## src/hw/scd_consts.svh

```systemverilog
// Constants of the SPI command decoder: commands, fields, timing
`ifndef SCD_CONSTS_SVH
`define SCD_CONSTS_SVH

// ----------------------------------------------------------------
// Fixed request words (parity already included)
// ----------------------------------------------------------------
`define SCD_CMD_ENTER_CFG  16'h1880
`define SCD_CMD_ENTER_VER  16'h1140
`define SCD_CMD_LEAVE_CFG  16'h1220
`define SCD_CMD_NOP        16'h1410

// ----------------------------------------------------------------
// Variable request words: mask and pattern
// ----------------------------------------------------------------
`define SCD_RD_MASK        16'hF07E
`define SCD_RD_PAT         16'h002A
`define SCD_WRH_MASK       16'hFE00
`define SCD_WRH_PAT        16'h4400
`define SCD_WRL_MASK       16'hF000
`define SCD_WRL_PAT        16'hA000
`define SCD_ADDR_LSB       7
`define SCD_DATA_LSB       1

// ----------------------------------------------------------------
// Primary status layout and address map
// ----------------------------------------------------------------
`define SCD_PST_ADDR       5'h00
`define SCD_PST_MODE_POS   0
`define SCD_PST_ERR_POS    4
`define SCD_INVALID_POS    15
`define SCD_PST_RESET      16'h0000
`define SCD_WBUF_RESET     16'h0000
`define SCD_RUN_RD_LAST    5'h0F
`define SCD_RUN_WR_FIRST   5'h18

// ----------------------------------------------------------------
// Word length and link timing
// ----------------------------------------------------------------
`define SCD_WORD_BITS      5'h10
`define SCD_MCLK_NS        10
`define SCD_SCLK_HALF_NS   80
`define SCD_SCLK_HALF_CYC  (`SCD_SCLK_HALF_NS / `SCD_MCLK_NS)
`define SCD_GAP_HALVES     3'h4

`endif

```

## src/hw/scd_pkg.sv

```systemverilog
// Types shared by both ends of the SPI command decoder
package scd_pkg;

	// Operating modes of the device
	typedef enum logic [2:0] {
		default_state       = 3'b000,
		error_state         = 3'b001,
		configuration_state = 3'b010,
		configured_state    = 3'b011,
		active_state        = 3'b100,
		verification_state  = 3'b101,
		weak_active_state   = 3'b110
	} scd_mode_t;

	// Kind of answer prepared for the next transfer
	typedef enum logic [1:0] {
		ANS_STATUS  = 2'b00,
		ANS_INVALID = 2'b01,
		ANS_REG     = 2'b10
	} scd_ans_t;

	// Host sequencer states
	typedef enum logic [2:0] {
		M_IDLE = 3'b000,
		M_LEAD = 3'b001,
		M_HIGH = 3'b010,
		M_LOW  = 3'b011,
		M_TAIL = 3'b100,
		M_GAP  = 3'b101
	} scd_mstate_t;

endpackage : scd_pkg

```

## src/hw/scd_spi_if.sv

```systemverilog
// SPI link between the host end and the device end
`timescale 1ns/1ps
interface scd_spi_if;
	logic ncs_n;       // Chip select, low active
	logic sclk;        // Serial clock from host
	logic mosi;        // Request data
	logic miso_o;      // Answer data driven by device
	logic miso_oe_n;   // Device drives miso while low
	logic miso;        // Resolved answer wire

	// Released line shows the inverse, so a late sample stands out
	assign miso = miso_oe_n ? ~miso_o : miso_o;

	modport dev  (input ncs_n, input sclk, input mosi,
	              output miso_o, output miso_oe_n);
	modport host (output ncs_n, output sclk, output mosi, input miso);
endinterface : scd_spi_if

```

## src/hw/scd_device.sv

```systemverilog
// Device end: SPI slave that decodes request words and answers them
`timescale 1ns/1ps
`include "scd_consts.svh"
// ----------------------------------------------------------------
// Overview of operation
// - 1880h enters configuration from default or error
// - 1140h enters verification from configuration only
// - 1220h leaves configuration to configured state
// - 1410h does nothing, still fully checked
// - Mode, nop and write commands answer status
// - Read word is address<<7, 002Ah, parity
// - Accepted read answers register bits 15..1, parity in bit 0
// - Active modes restrict read addresses, else error
// - Upper write loads buffer high byte only
// - Lower write carries address, data bits 7..2
// - Lower write commits buffer then clears it
// - Lower write outside allowed addresses is error
// - Odd parity bit 0; check optional, always generated
// - Unknown request word is an error
// - Answer comes in the following transfer
// - Error discards, sets flag, marks answer invalid
// ----------------------------------------------------------------
module scd_device import scd_pkg::*; (
	input  wire logic        mclk,
	input  wire logic        sys_rst,
	scd_spi_if.dev           spi,
	input  wire logic        parity_check_enable,
	input  wire logic        err_clr,
	input  wire logic        mode_set_valid,
	input  wire scd_mode_t   mode_set,
	output      scd_mode_t   mode,
	output      logic        spi_error_flag,
	output      logic        reg_wr_stb,
	output      logic [4:0]  reg_wr_addr,
	output      logic [15:0] reg_wr_data
);
	// ------------------------------------------------------------
	// Helper functions
	// ------------------------------------------------------------
	// Counter that stops at its top value
	function automatic logic [4:0] sat_inc(input logic [4:0] v);
		return (v == 5'h1F) ? v : v + 5'h01;
	endfunction : sat_inc

	// Read permission per mode
	function automatic logic rd_allowed(input scd_mode_t m,
	                                    input logic [4:0] a);
		if (m == active_state || m == weak_active_state)
			return a <= `SCD_RUN_RD_LAST;
		return 1'b1;
	endfunction : rd_allowed

	// Write permission per mode; status is read-only
	function automatic logic wr_allowed(input scd_mode_t m,
	                                    input logic [4:0] a);
		if (a == `SCD_PST_ADDR)
			return 1'b0;
		if (m == configuration_state)
			return 1'b1;
		return a >= `SCD_RUN_WR_FIRST;
	endfunction : wr_allowed

	// ------------------------------------------------------------
	// Declarations
	// ------------------------------------------------------------
	logic [2:0]  pin_lvl;          // Synced mosi, sclk, ncs_n
	logic [2:0]  pin_rise;         // Rising edges
	logic [2:0]  pin_fall;         // Falling edges
	logic        ncs_act;          // Chip select asserted
	logic        frame_start;      // Select just asserted
	logic        frame_end;        // Select just released
	logic        sck_rise;         // Clock rise inside frame
	logic        sck_fall;         // Clock fall inside frame
	logic [15:0] shin_r;           // Received word
	logic [15:0] shout_r;          // Word being sent
	logic [4:0]  rise_cnt_r;       // Rising edges this frame
	logic [4:0]  fall_cnt_r;       // Falling edges this frame
	logic        miso_r;           // Data pin
	logic        miso_oe_n_r;      // Pin enable, low drives
	scd_mode_t   mode_r;           // Current mode
	scd_mode_t   mode_nxt;         // Mode after this word
	logic        err_r;            // Sticky error flag
	logic [15:0] wbuf_r;           // Internal write buffer
	logic [15:0] rf_r [1:31];      // Register storage
	scd_ans_t    ans_kind_r;       // Answer for next transfer
	logic [4:0]  ans_addr_r;       // Register to answer
	logic [15:0] status;           // Primary status value
	logic [15:0] ans_body;         // Answer before parity
	logic [15:0] ans_word;         // Answer with parity
	logic [15:0] word;             // Word under decode
	logic [4:0]  addr;             // Address field
	logic        fmt_ok;           // Exactly one 16-bit word
	logic        par_ok;           // Parity passes or unchecked
	logic        cmd_err;          // Word refused
	logic        do_rd;            // Accepted read
	logic        do_wrh;           // Accepted upper write
	logic        do_wrl;           // Accepted lower write
	logic        wr_stb_r;         // Write strobe out
	logic [4:0]  wr_addr_r;        // Write address out
	logic [15:0] wr_data_r;        // Write data out

	// ------------------------------------------------------------
	// Pin synchronisation
	// ------------------------------------------------------------
	scd_sync #(.W(3), .INIT(3'b001)) u_sync (
		.mclk    (mclk),
		.sys_rst (sys_rst),
		.din     ({spi.mosi, spi.sclk, spi.ncs_n}),
		.lvl     (pin_lvl),
		.rise    (pin_rise),
		.fall    (pin_fall)
	);

	assign ncs_act     = ~pin_lvl[0];
	assign frame_start = pin_fall[0];
	assign frame_end   = pin_rise[0];
	assign sck_rise    = pin_rise[1] & ncs_act;
	assign sck_fall    = pin_fall[1] & ncs_act;

	// ------------------------------------------------------------
	// Shift-out register and pin driver
	// ------------------------------------------------------------
	// Load the prepared answer at select, shift on clock rise
	always_ff @(posedge mclk) begin
		if (sys_rst) begin
			shout_r <= 16'h0000;
			miso_r  <= 1'b0;
		end else if (frame_start) begin
			shout_r <= ans_word;
			miso_r  <= 1'b0;
		end else if (sck_rise) begin
			miso_r  <= shout_r[15];
			shout_r <= {shout_r[14:0], 1'b0};
		end
	end

	// Drive the pin only while selected
	always_ff @(posedge mclk) begin
		if (sys_rst)
			miso_oe_n_r <= 1'b1;
		else if (frame_start)
			miso_oe_n_r <= 1'b0;
		else if (frame_end)
			miso_oe_n_r <= 1'b1;
	end

	assign spi.miso_o    = miso_r;
	assign spi.miso_oe_n = miso_oe_n_r;

	// ------------------------------------------------------------
	// Shift-in register and edge counters
	// ------------------------------------------------------------
	always_ff @(posedge mclk) begin
		if (sys_rst)
			shin_r <= 16'h0000;
		else if (sck_fall)
			shin_r <= {shin_r[14:0], pin_lvl[2]};
	end

	// Count edges to check word format
	always_ff @(posedge mclk) begin
		if (sys_rst || frame_start) begin
			rise_cnt_r <= 5'h00;
			fall_cnt_r <= 5'h00;
		end else begin
			if (sck_rise)
				rise_cnt_r <= sat_inc(rise_cnt_r);
			if (sck_fall)
				fall_cnt_r <= sat_inc(fall_cnt_r);
		end
	end

	// ------------------------------------------------------------
	// Request decode
	// ------------------------------------------------------------
	assign word   = shin_r;
	assign addr   = word[`SCD_ADDR_LSB +: 5];
	assign fmt_ok = (rise_cnt_r == `SCD_WORD_BITS) &&
	                (fall_cnt_r == `SCD_WORD_BITS);
	assign par_ok = ~parity_check_enable | (^word);

	// Classify the word and decide acceptance
	always_comb begin
		cmd_err  = 1'b0;
		mode_nxt = mode_r;
		do_rd    = 1'b0;
		do_wrh   = 1'b0;
		do_wrl   = 1'b0;
		if (!fmt_ok) begin
			cmd_err = 1'b1;
		end else begin
			case (word)
				`SCD_CMD_ENTER_CFG: begin
					// Only from default or error
					if (mode_r == default_state || mode_r == error_state)
						mode_nxt = configuration_state;
					else
						cmd_err = 1'b1;
				end
				`SCD_CMD_ENTER_VER: begin
					if (mode_r == configuration_state)
						mode_nxt = verification_state;
					else
						cmd_err = 1'b1;
				end
				`SCD_CMD_LEAVE_CFG: begin
					if (mode_r == configuration_state)
						mode_nxt = configured_state;
					else
						cmd_err = 1'b1;
				end
				`SCD_CMD_NOP: begin
					// Checked by exact match, no action
					cmd_err = 1'b0;
				end
				default: begin
					if ((word & `SCD_RD_MASK) == `SCD_RD_PAT) begin
						if (par_ok && rd_allowed(mode_r, addr))
							do_rd = 1'b1;
						else
							cmd_err = 1'b1;
					end else if ((word & `SCD_WRH_MASK) == `SCD_WRH_PAT) begin
						if (par_ok)
							do_wrh = 1'b1;
						else
							cmd_err = 1'b1;
					end else if ((word & `SCD_WRL_MASK) == `SCD_WRL_PAT) begin
						if (par_ok && wr_allowed(mode_r, addr))
							do_wrl = 1'b1;
						else
							cmd_err = 1'b1;
					end else begin
						cmd_err = 1'b1;
					end
				end
			endcase
		end
	end

	// ------------------------------------------------------------
	// Mode, error flag and answer selection
	// ------------------------------------------------------------
	// Outside events take priority over commands
	always_ff @(posedge mclk) begin
		if (sys_rst)
			mode_r <= default_state;
		else if (mode_set_valid)
			mode_r <= mode_set;
		else if (frame_end)
			mode_r <= mode_nxt;
	end

	// Sticky error; a new error wins over a clear
	always_ff @(posedge mclk) begin
		if (sys_rst)
			err_r <= 1'b0;
		else if (frame_end && cmd_err)
			err_r <= 1'b1;
		else if (err_clr)
			err_r <= 1'b0;
	end

	// Remember what the next transfer returns
	always_ff @(posedge mclk) begin
		if (sys_rst) begin
			ans_kind_r <= ANS_STATUS;
			ans_addr_r <= 5'h00;
		end else if (frame_end) begin
			if (cmd_err)
				ans_kind_r <= ANS_INVALID;
			else if (do_rd) begin
				ans_kind_r <= ANS_REG;
				ans_addr_r <= addr;
			end else
				ans_kind_r <= ANS_STATUS;
		end
	end

	// Build status and answer words
	always_comb begin
		status = `SCD_PST_RESET;
		status[`SCD_PST_MODE_POS +: 3] = mode_r;
		status[`SCD_PST_ERR_POS] = err_r;
		case (ans_kind_r)
			ANS_REG:
				ans_body = (ans_addr_r == `SCD_PST_ADDR) ? status
				           : rf_r[ans_addr_r];
			ANS_INVALID: begin
				ans_body = status;
				ans_body[`SCD_INVALID_POS] = 1'b1;
			end
			default:
				ans_body = status;
		endcase
		ans_word = {ans_body[15:1], ~^ans_body[15:1]};
	end

	// ------------------------------------------------------------
	// Write buffer and register storage
	// ------------------------------------------------------------
	always_ff @(posedge mclk) begin
		if (sys_rst)
			wbuf_r <= `SCD_WBUF_RESET;
		else if (frame_end && do_wrl)
			wbuf_r <= `SCD_WBUF_RESET;
		else if (frame_end && do_wrh)
			wbuf_r[15:8] <= word[`SCD_DATA_LSB +: 8];
	end

	// Commit high byte with new low byte
	always_ff @(posedge mclk) begin
		if (sys_rst) begin
			for (int i = 1; i < 32; i++)
				rf_r[i] <= 16'h0000;
		end else if (frame_end && do_wrl) begin
			rf_r[addr] <= {wbuf_r[15:8], word[6:1], 2'b00};
		end
	end

	// Report each commit to the user side
	always_ff @(posedge mclk) begin
		if (sys_rst) begin
			wr_stb_r  <= 1'b0;
			wr_addr_r <= 5'h00;
			wr_data_r <= 16'h0000;
		end else begin
			wr_stb_r <= frame_end && do_wrl;
			if (frame_end && do_wrl) begin
				wr_addr_r <= addr;
				wr_data_r <= {wbuf_r[15:8], word[6:1], 2'b00};
			end
		end
	end

	assign mode           = mode_r;
	assign spi_error_flag = err_r;
	assign reg_wr_stb     = wr_stb_r;
	assign reg_wr_addr    = wr_addr_r;
	assign reg_wr_data    = wr_data_r;
endmodule : scd_device

```

## src/hw/scd_sync.sv

```systemverilog
// Two-stage pin synchroniser with edge detection
`timescale 1ns/1ps
module scd_sync #(
	parameter int unsigned   W    = 3,
	parameter logic [W-1:0]  INIT = '0
) (
	input  wire logic          mclk,
	input  wire logic          sys_rst,
	input  wire logic [W-1:0]  din,
	output      logic [W-1:0]  lvl,
	output      logic [W-1:0]  rise,
	output      logic [W-1:0]  fall
);
	logic [W-1:0] s1_r;   // First stage, read by s2 only
	logic [W-1:0] s2_r;   // Settled level
	logic [W-1:0] s3_r;   // Previous level for edges

	// ------------------------------------------------------------
	// Synchroniser chain
	// ------------------------------------------------------------
	always_ff @(posedge mclk) begin
		if (sys_rst) begin
			s1_r <= INIT;
			s2_r <= INIT;
			s3_r <= INIT;
		end else begin
			s1_r <= din;
			s2_r <= s1_r;
			s3_r <= s2_r;
		end
	end

	// Level and one-cycle edge pulses
	assign lvl  = s2_r;
	assign rise = s2_r & ~s3_r;
	assign fall = ~s2_r & s3_r;
endmodule : scd_sync

```

## src/flat_wrapper.sv

```systemverilog
// flat-port wrapper written by rule: the top's interface ports become plain ports
module scd_device_flat import scd_pkg::*;
  (mclk, sys_rst, parity_check_enable, err_clr, mode_set_valid, mode_set, mode, spi_error_flag, reg_wr_stb, reg_wr_addr, reg_wr_data, spi_ncs_n, spi_sclk, spi_mosi, spi_miso_o, spi_miso_oe_n);
  scd_spi_if spi_i ();
  input  wire logic mclk;
  input  wire logic sys_rst;
  input  wire logic parity_check_enable;
  input  wire logic err_clr;
  input  wire logic mode_set_valid;
  input  wire scd_mode_t mode_set;
  output      scd_mode_t mode;
  output      logic spi_error_flag;
  output      logic reg_wr_stb;
  output      logic [4:0] reg_wr_addr;
  output      logic [15:0] reg_wr_data;
  input wire logic [$bits(spi_i.ncs_n)-1:0] spi_ncs_n;
  input wire logic [$bits(spi_i.sclk)-1:0] spi_sclk;
  input wire logic [$bits(spi_i.mosi)-1:0] spi_mosi;
  output wire logic [$bits(spi_i.miso_o)-1:0] spi_miso_o;
  output wire logic [$bits(spi_i.miso_oe_n)-1:0] spi_miso_oe_n;
  assign spi_i.ncs_n = spi_ncs_n;
  assign spi_i.sclk = spi_sclk;
  assign spi_i.mosi = spi_mosi;
  assign spi_miso_o = spi_i.miso_o;
  assign spi_miso_oe_n = spi_i.miso_oe_n;
  scd_device u_core (.mclk(mclk), .sys_rst(sys_rst), .spi(spi_i), .parity_check_enable(parity_check_enable), .err_clr(err_clr), .mode_set_valid(mode_set_valid), .mode_set(mode_set), .mode(mode), .spi_error_flag(spi_error_flag), .reg_wr_stb(reg_wr_stb), .reg_wr_addr(reg_wr_addr), .reg_wr_data(reg_wr_data));
endmodule
```

## config.mk

```make
export PLATFORM = sky130hd
export DESIGN_NAME = scd_device_flat
export DESIGN_NICKNAME = d
export VERILOG_FILES = /design/src/hw/scd_pkg.sv /design/src/hw/scd_spi_if.sv /design/src/hw/scd_device.sv /design/src/hw/scd_sync.sv /design/src/flat_wrapper.sv
export VERILOG_INCLUDE_DIRS = /design/src /design/src/hw
export SDC_FILE = /design/constraint.sdc
export NUM_CORES = 1
export LEC_CHECK = 0
export BUFFER_PORTS_ARGS = -buffer_cell sky130_fd_sc_hd__buf_2
export CORE_MARGIN = 4
export CORE_UTILIZATION = 30
export CTS_BUF_LIST = sky130_fd_sc_hd__clkbuf_16
export CTS_CLUSTER_DIAMETER = 40
export DETAILED_ROUTE_END_ITERATION = 16
export SYNTH_ARGS = -nofsm -noshare
export SYNTH_HDL_FRONTEND = slang
export SYNTH_SLANG_ARGS = --single-unit
```

## constraint.sdc

```tcl
create_clock -name mclk -period 4.6 [get_ports mclk]
set_clock_uncertainty 0.1 [all_clocks]
set_input_delay 0.23 -clock mclk [delete_from_list [all_inputs] [get_ports mclk]]
set_output_delay 0.23 -clock mclk [all_outputs]
set_load 0.02 [all_outputs]
```

==> flow_summary.json, run 1 <==
{
  "pre_cts_ws_ns": 0.4088,
  "io_buffers": 36,
  "die_w_um": 296.8,
  "setup_viol_count_final": 0,
  "synth_cell_types": 66,
  "yosysTopAreaCellShare_pct": 53.75,
  "synth-seq-area-share_pct": 61.43,
  "fin_crit_sh_pct": 93.06,
  "cts_made_buffers": 76,
  "fin_area_sq_mm": 0.02898,
  "final_util_pct": 35.19,
  "n_antenna_cell": 0,
  "hold_path_class": "in2reg",
  "multiInputGateArea_sq_mm": 0.008732,
  "yosys-top-cells-area": "edfxtp_1 54%, dfxtp_1 7.7%, mux4_2 7.6%",
  "whs_path_depth": 2,
  "yosys_most_used_dff": "edfxtp_1",
  "vias_per_cell": 5.229,
  "power.share.clock_pct": 50.0,
  "p_comb_share_pct": 2.2,
  "placed_area_sq_mm": 0.02636,
  "core_area_sq_mm": 0.08237,
  "grt_max_degree": 82,
  "crit_arrival_ns": 4.45,
  "tightestPinTransition_ns": 1.107,
  "crit_path_end_kind": "flop",
  "status": "completed",
  "yosysTopAreaCell": "edfxtp_1",
  "timing.final.ws_setup_ns": 0.3195,
  "worstSetupStartpointType": "flop",
  "root_buffer": "clkbuf_16",
  "drv_slew": 0,
  "cp_max_fo": 28,
  "power_switching_mw": 2.543,
  "hold_viol_final": 0,
  "drt_iter0_drc": 1694,
  "synth.area.mux_share_pct": 12.50,
  "rr_startpoint": "u_core.shin_r[8]",
  "seqCellArea_sq_mm": 0.01539,
  "powerDensity_mw_per_mm2": 397.6,
  "clkTransAtPathRegs_ns": 0.06,
  "rr_worst_depth": 11,
  "grt_pass1_wl_um": 105100,
  "routed_wl_um": 71190,
  "dr.pass1.iters": 5,
  "synth_top_family_by_area": "simple AND/OR/NAND/NOR gates",
  "ys_seq_elements": 544,
  "synth_compound_gate_area_share_pct": 3.595,
  "layout_min_cycle_time_ns": 4.281,
  "numClockSinks": 544,
  "rows": 105,
  "area_growth_pct": 15.81,
  "place_inst": 2889,
  "rsz0062_at_grt": "no",
  "die_h_um": 296.8,
  "post_route_cells_drive_above_1_share_pct": 19.81,
  "r2r_setup_slack_ns": 0.32,
  "grt_use_total_pct": 15.77,
  "layout.nets": 1951,
  "routedWlPerCell_um": 23.42,
  "die_area_sq_mm": 0.08811,
  "ant_nets": 0,
  "synth_warnings": 0,
  "min_to": "u_core.ans_addr_r[0]",
  "io_pins": 39,
  "avgSynthCellArea_sq_um": 13.47,
  "crit_type": "reg2reg",
  "max-slew-margin-rel_pct": 25.99,
  "synthSimpleGateAreaFrac_pct": 16.18,
  "cp.required_ns": 4.77,
  "syn_inst": 1858,
  "seq_power_share_pct": 47.9,
  "gp_congestion": 0.8949,
  "fillCellCount": 7774,
  "synth_fa_ha_area_share_pct": 1.550,
  "synth-xor-area-share_pct": 0.9949,
  "syn_area_sq_mm": 0.02503,
  "maxCapViolations": 0,
  "cts_tree": "yes",
  "cts_buffer_depth": 3,
  "num_vias": 15892,
  "start_util_pct": 30.38,
  "total_leakage_power_nw": 10.01,
  "grt_pass1_vias": 15945,
  "antenna_found_initial": 4,
  "p_sw_share_pct": 22.06,
  "holdBufCountCts": 12,
  "drc": 0,
  "hpwl_um": 46110,
  "synth-edff-count": 448,
  "grt_remaining_overflow": 0,
  "fmax_ghz": 0.2336,
  "post_cts_buffers": 0,
  "clkLatencyLatePin_ns": 0.61,
  "cts.repair.resized": 0,
  "async_reset_ff_share_pct": 0,
  "min_from": "sys_rst",
  "tns_ns": 0,
  "worstReg2RegEnd": "u_core.rf_r[6][3]",
  "irDropWorstVdd_v": 0.0003079,
  "cts_max_level": 3,
  "intPower_mw": 8.982,
  "finalNonFillerCells": 3039
}
==> kinds of logic (layout without fill, tap and decap cells) <==
logic type	Yosys count	after routing
xor+xnor	26	26
mux	170	170
simple gates	769	769
compound gates	132	132
other cells	1	2
flops	544	544
fa+ha+maj	31	31
buf+inv	185	295
==> per-layer routing <==
layer	global-route usage [%]	up-vias	routed length, um
met1	19.98	8026	28170
met2	25.50	705	33610
met4	7.212	2	3174
met5	0	-	17
met3	3.951	178	6216
li1	-	6981	-
==> power by group through the flow <==
| stage | Combinational (mW) | Sequential, mW | Clock, mW |
|---|---|---|---|
| after detailed placement | 0.242 | 5.62 | 0 |
| after CTS | 0.251 | 5.52 | 5.82 |
| after global routing | 0.269 | 5.52 | 6.05 |
| after floorplan | 0.170 | 5.58 | 0 |
| final | 0.251 | 5.52 | 5.76 |
| after global placement | 0.235 | 5.62 | 0 |
==> cells in the mapped netlist (all sizes together), types with 9 or more instances <==
| cell type | number |
|---|---|
| a21oi | 48 |
| nor3 | 193 |
| nand4 | 9 |
| nand2 | 89 |
| inv | 27 |
| a211oi | 25 |
| nand3 | 23 |
| a22oi | 12 |
| and2 | 251 |
| xnor2 | 17 |
| buf | 53 |
| dfxtp | 96 |
| clkbuf | 100 |
| mux4 | 107 |
| or2 | 34 |
| nor2b | 29 |
| edfxtp | 448 |
| ha | 31 |
| nor2 | 112 |
| mux2i | 58 |
| o21ai | 9 |
==> stage by stage <==
stage	hold slack (ns)	total power [mW]
6_report	0.02810	11.52
3_3_place_gp	0.2951	5.852
5_1_grt	0.03453	11.84
3_5_place_dp	0.2984	5.857
4_1_cts	0.008369	11.58
2_1_floorplan	0.2338	5.748
==> registers in the layout, indices dropped and copies added (netlist names), 2 cells and up, named ones only <==
register,cells
u_core.rf_r,448
u_core.ans_addr_r,5
u_core.wbuf_r,8
u_core.u_sync.s3_r,2
u_core.reg_wr_data,14
u_core.mode,3
u_core.shin_r,16
u_core.u_sync.s1_r,3
u_core.rise_cnt_r,5
u_core.ans_kind_r,2
u_core.fall_cnt_r,5
u_core.shout_r,16
u_core.reg_wr_addr,5
u_core.u_sync.lvl,3
==> area by class of cell <==
type	count	area share, %
clock inverters	60	1.899
inverters	31	0.4015
multi-input cells	1130	30.13
flip-flops and latches	544	53.11
well taps	1070	4.619
repair buffers	126	3.108
clock buffers	78	6.734
==> worst max-delay path: stages, from the launching register on <==
cell     delay (ns)
dfxtp_1        0.50
inv_1          0.18
ha_1           0.34
xnor2_1        0.20
xnor2_1        0.17
xnor2_1        0.09
and2_1         0.20
nor3_1         0.18
nand3_1        0.20
or3_2          0.84
nor2_1         0.47
or2_2          0.45
==> cells in the final DEF (no fill, tap or decap), types with 9 or more instances in the layout <==
cell / count
edfxtp_1: 448
and2_1: 251
nor3_1: 192
nor2_1: 111
nand2_1: 89
mux4_2: 85
dfxtp_1: 85
clkbuf_16: 78
buf_4: 78
mux2i_1: 58
a21oi_1: 48
buf_2: 35
or2_2: 34
ha_1: 31
nor2b_1: 29
inv_1: 28
a211oi_1: 25
nand3_1: 23
mux4_1: 22
xnor2_1: 16
inv_6: 16
clkinv_1: 14
dlygate4sd3_1: 12
a22oi_1: 11
nand4_1: 9
dfxtp_2: 9
==> worst max path at each step <==
stage | startpoint | endpoint | depth (start not counted)
final | u_core.shin_r[8] | u_core.rf_r[6][3] | 11
after global routing | u_core.shin_r[8] | u_core.rf_r[15][0] | 11
after CTS | u_core.shin_r[8] | u_core.rf_r[31][3] | 11
after floorplan | u_core.shin_r[4] | u_core.rf_r[12][0] | 14
after global placement | u_core.shin_r[11] | u_core.rf_r[4][1] | 12
after detailed placement | u_core.shin_r[8] | u_core.rf_r[31][0] | 11
Note: power is estimated with default switching activity, not from simulation.
==> run 2: changes to the inputs <==
--- a/config.mk
+++ b/config.mk
@@ -14,4 +14,5 @@
 export DETAILED_ROUTE_END_ITERATION = 16
 export SYNTH_ARGS = -nofsm -noshare
 export SYNTH_HDL_FRONTEND = slang
+export SYNTH_HIERARCHICAL = 1
 export SYNTH_SLANG_ARGS = --single-unit
==> flow_summary.json, run 2 <==
{
  "status": "completed",
  "critPathTopFamily": "simple AND/OR/NAND/NOR gates",
  "syn_inst": 1783,
  "syn_area_sq_mm": 0.02465,
  "cts_made_buffers": 71,
  "top_layer": "met4",
  "regMostFlops": "u_core/rf_r",
  "total_leakage_power_nw": 9.895,
  "crit_path_end_kind": "flop",
  "layout_min_cycle_time_ns": 3.853,
  "grt_use_total_pct": 15.49,
  "io_pins": 39,
  "holdWs_ns": 0.2743,
  "power.share.clock_pct": 48.5,
  "fmax_ghz": 0.2596,
  "io_buffers": 36,
  "antenna_found_initial": 1,
  "core_area_sq_mm": 0.08094,
  "cts_buffer_depth": 3,
  "largest_register_ffs": 448,
  "die_area_sq_mm": 0.08683,
  "grt_pass1_vias": 15474,
  "crit_type": "reg2reg",
  "worstReg2RegEnd": "u_core/rf_r[12][11]",
  "clkLatencyLatePin_ns": 0.60,
  "die_h_um": 294.7,
  "vias_per_cell": 5.176,
  "numClockSinks": 544,
  "ant_nets": 0,
  "worstSetupStartpointType": "flop",
  "rsz0062_at_grt": "no",
  "max-slew-margin-rel_pct": 14.89,
  "final_util_pct": 35.48,
  "min_from": "spi_ncs_n",
  "layout.nets": 1880,
  "wl_met3_um": 4719,
  "hold_path_class": "in2reg",
  "crit_path_cell_trace": "inv_1 > ha_1 > xnor2_1 > xnor2_1 > xnor2_1 > a21o_1 > nand2b_1 > nor3_2 > buf_4 > nand3_1 > nor3_1 > buf_4 > or2_2",
  "num_vias": 15306,
  "hold_viol_final": 0,
  "slowest_delay_ns": 0.46,
  "gp_congestion": 0.8884,
  "r2r_setup_slack_ns": 0.75,
  "irDropWorstVdd_v": 0.0002400,
  "tns_ns": 0,
  "synth_warnings": 6,
  "grt_remaining_overflow": 0,
  "intPower_mw": 8.807,
  "reg.largest.list": "u_core/rf_r: 448 flops, u_core/shin_r: 16 flops, u_core/shout_r: 16 flops",
  "routed_wl_um": 67720,
  "clkTransAtPathRegs_ns": 0.06,
  "p_total_mw": 11.18,
  "seq_power_share_pct": 49.3,
  "start_util_pct": 30.46,
  "routedWlPerCell_um": 22.90,
  "setup_viol_count_final": 0,
  "cts_max_level": 3,
  "routed-wl-met2_um": 33300,
  "drv_slew": 0,
  "rr_startpoint": "u_core/shin_r[6]",
  "grt_max_degree": 53,
  "root_buffer": "clkbuf_16",
  "layout_commonest_cell": "edfxtp_1",
  "maxCapViolations": 0,
  "cts.repair.resized": 0,
  "rr_worst_depth": 13,
  "rows": 104,
  "wl_met1_um": 27150,
  "dr.pass1.iters": 5,
  "die_w_um": 294.7,
  "cts_tree": "yes",
  "post_route_cells_drive_above_1_share_pct": 21.47,
  "grt_pass1_wl_um": 101200,
  "cp.required_ns": 4.75,
  "drc": 0,
  "p_comb_share_pct": 2.3,
  "cp_slowest_cell": "dfxtp_1",
  "power_switching_mw": 2.371,
  "powerDensity_mw_per_mm2": 389.2,
  "fin_crit_sh_pct": 83.75,
  "crit_arrival_ns": 4.00,
  "area_growth_pct": 16.49,
  "tightestPinTransition_ns": 1.274,
  "whs_path_depth": 3,
  "min_to": "u_core/u_sync/s1_r[0]",
  "avgSynthCellArea_sq_um": 13.83,
  "crit_top_cell": "xnor2_1",
  "hpwl_um": 43020,
  "post_cts_buffers": 0,
  "holdBufCountCts": 13,
  "cp_max_fo": 14,
  "final_cell_mix": "448 x edfxtp_1, 251 x and2_1, 168 x nor3_1",
  "p_sw_share_pct": 21.21,
  "drt_iter0_drc": 1620,
  "critical_path_buf_inv_count": 3
}
-- run 2: area by class of cell --
cell class	instances	area [sq um]
Fill cell	7745	52220
Sequential cell	544	15390
Multi-Input combinational cell	1065	8581
Clock buffer	75	1877
Tap cell	1060	1326
Timing Repair Buffer	132	983.4
Clock inverter	54	457.9
Inverter	26	97.59
Antenna cell	1	2.502
-- run 2: tightest hold or removal path, delay by kind of cell --
kind          cells  cell delay (ns)
buf+inv           2             0.63
simple gates      1             0.08
-- run 2: power groups by stage --
stage	Sequential, mW	Combinational [mW]	Clock [mW]
floorplan	5.58	0.163	0
global placement	5.61	0.238	0
detailed placement	5.61	0.243	0
CTS	5.51	0.253	5.50
global route	5.52	0.270	5.70
finish	5.51	0.252	5.42
-- run 2: stage by stage --
step	cell area, sq um	setup slack [ns]	cells
floorplan	24660	0.4043	1784
global placement	26250	0.8491	2814
detailed placement	26250	0.8096	2814
CTS	28720	0.7810	2956
global route	28720	0.4408	2956
finish	28720	0.7473	2957
-- run 2: per-layer routing --
layer	vias up	GRT usage, %
met2	576	26.27
met5	-	0
met1	7810	19.82
li1	6794	-
met3	126	2.502
met4	0	6.378
-- run 2: worst max path at each step --
stage | from | slack (ns) | cells after the start | end
after floorplan | u_core/shin_r[8] | 0.40 | 13 | u_core/rf_r[0][0]
final | u_core/shin_r[6] | 0.75 | 13 | u_core/rf_r[12][11]
after CTS | u_core/shin_r[6] | 0.78 | 13 | u_core/rf_r[12][11]
after detailed placement | u_core/shin_r[6] | 0.81 | 13 | u_core/rf_r[12][5]
after global routing | u_core/shin_r[6] | 0.44 | 13 | u_core/rf_r[13][9]
after global placement | u_core/shin_r[6] | 0.85 | 13 | u_core/rf_r[28][0]
==> run 3: changes to the inputs <==
==> constraint.sdc (replaced) <==
create_clock -name mclk -period 3.3 [get_ports mclk]
set_clock_uncertainty 0.1 [all_clocks]
set_input_delay 0.165 -clock mclk [delete_from_list [all_inputs] [get_ports mclk]]
set_output_delay 0.165 -clock mclk [all_outputs]
set_load 0.02 [all_outputs]
==> flow_summary.json, run 3 (synthesized netlist as in run 2, its figures left out) <==
{
  "ant_nets": 0,
  "irDropWorstVdd_v": 0.0004367,
  "crit_arrival_ns": 3.57,
  "rows": 104,
  "rr_worst_depth": 10,
  "setup_viol_count_final": 0,
  "layout.nets": 1999,
  "grt_pass1_vias": 16065,
  "clkTransAtPathRegs_ns": 0.06,
  "num_vias": 15684,
  "hold_viol_final": 0,
  "cts_buffer_depth": 3,
  "status": "completed",
  "cts_tree": "yes",
  "powerDensity_mw_per_mm2": 555.0,
  "hold_path_class": "in2reg",
  "crit_path_end_kind": "flop",
  "die_h_um": 294.7,
  "die_w_um": 294.7,
  "cts_max_level": 3,
  "area_growth_pct": 24.12,
  "post_route_cells_drive_above_1_share_pct": 28.52,
  "gp_congestion": 0.8634,
  "layout_min_cycle_time_ns": 3.181,
  "total_leakage_power_nw": 10.78,
  "io_buffers": 36,
  "cp_max_fo": 11,
  "worstSetupStartpointType": "flop",
  "die_area_sq_mm": 0.08683,
  "worstReg2RegEnd": "u_core/shout_r[0]",
  "tns_ns": 0,
  "tightestPinTransition_ns": 1.058,
  "layout_commonest_cell": "edfxtp_1",
  "dr.pass1.iters": 5,
  "regMostFlops": "u_core/rf_r",
  "n_antenna_cell": 0,
  "timing.final.ws_setup_ns": 0.1192,
  "clkLatencyLatePin_ns": 0.62,
  "max-slew-margin-rel_pct": 29.49,
  "r2r_setup_slack_ns": 0.12,
  "place_inst": 2907,
  "root_buffer": "clkbuf_16",
  "io_pins": 39,
  "drc": 0,
  "routed-wl-met2_um": 32600,
  "wl_met1_um": 29190,
  "crit_type": "reg2reg",
  "routed_wl_um": 68010,
  "reg.largest.list": "u_core/rf_r: 448 flops, u_core/shin_r: 16 flops, u_core/shout_r: 16 flops",
  "grt_max_degree": 49,
  "final_cell_mix": "448 x edfxtp_1, 251 x and2_1, 164 x nor3_1",
  "hpwl_um": 45070,
  "grt_use_total_pct": 15.62,
  "wl_met3_um": 4051,
  "finalNonFillerCells": 3090,
  "drv_slew": 0,
  "p_total_mw": 16.98,
  "start_util_pct": 30.46,
  "core_area_sq_mm": 0.08094,
  "antenna_found_initial": 2,
  "pre_cts_ws_ns": -0.01743,
  "fin_crit_sh_pct": 96.39,
  "crit_end": "u_core/shout_r[0]",
  "vias_per_cell": 5.076,
  "largest_register_ffs": 448,
  "grt_remaining_overflow": 0,
  "cts_made_buffers": 83,
  "numClockSinks": 544,
  "grt_pass1_wl_um": 102300,
  "drt_iter0_drc": 1397,
  "maxCapViolations": 0,
  "routedWlPerCell_um": 22.01,
  "top_layer": "met4",
  "cp.required_ns": 3.69,
  "fmax_ghz": 0.3144
}
[run 3: cell count changes in the layout (fill, tap and decap cells not counted), moves of 7 or more]
cell	before	now
nor2_4	0	7
inv_6	6	16
buf_12	4	30
clkinvlp_4	5	12
or2_4	0	20
buf_4	79	155
nor2_1	76	61
or2_2	33	16
clkbuf_16	75	86
nor2_2	1	9
[run 3: through the flow]
stage          util (%)  hold WS (ns)  cell area [sq um]
2_1_floorplan         -        0.1366              24850
3_3_place_gp      33.88        0.2428              27420
3_5_place_dp      33.88        0.2463              27420
4_1_cts           37.60       0.06022              30440
5_1_grt           37.81        0.1360              30600
6_report          37.81       0.09159              30600
[run 3: final cells by class]
type,instances,area [sq um]
inverter,26,103.9
tap,1060,1326
multi-input combinational,1068,8808
clock buffer,86,2152
timing repair buffer,236,2092
sequential,544,15400
fill,7571,50340
clock inverter,70,714.4
[run 3: power by group]
group	total [mW]	switching, mW	internal [mW]
clock network	8.90	3.35	5.54
logic	0.419	0.240	0.179
registers	7.67	0.0696	7.60
[run 3: critical path, cell delays in order (launching register included)]
cell and delay [ns]:
dfxtp_4 0.46, buf_12 0.19, mux4_2 0.55, mux4_2 0.51, nor3b_1 0.16, a221o_1 0.30
xnor2_1 0.20, xnor2_1 0.17, xnor2_1 0.16, xnor2_1 0.15, o22ai_1 0.11
[run 3: layer usage]
| layer | global-route usage, % | up-vias |
|---|---|---|
| li1 | - | 7050 |
| met1 | 21.08 | 8033 |
| met2 | 25.35 | 490 |
| met3 | 2.539 | 111 |
| met4 | 6.093 | 0 |
| met5 | 0 | - |
[run 3: worst min path at each step]
stage                         from               endpoint  slack, ns  depth (start not counted)
2_1_floorplan              sys_rst   u_core/u_sync/lvl[1]       0.14                          1
3_3_place_gp             spi_ncs_n  u_core/u_sync/s1_r[0]       0.24                          2
3_5_place_dp             spi_ncs_n  u_core/u_sync/s1_r[0]       0.25                          2
4_1_cts        parity_check_enable  u_core/spi_error_flag       0.06                          5
5_1_grt        parity_check_enable  u_core/spi_error_flag       0.14                          5
6_report       parity_check_enable  u_core/spi_error_flag       0.09                          5
[run 3: repair_timing]
action                                 in CTS  in global routing
gates resized for setup                     2                 16
setup endpoints to repair                  37                276
gates cloned                                0                  3
hold buffers                               14                  0
buffers inserted                            0                 10
pin swaps                                   0                  5
endpoints found under the hold margin       8                  0
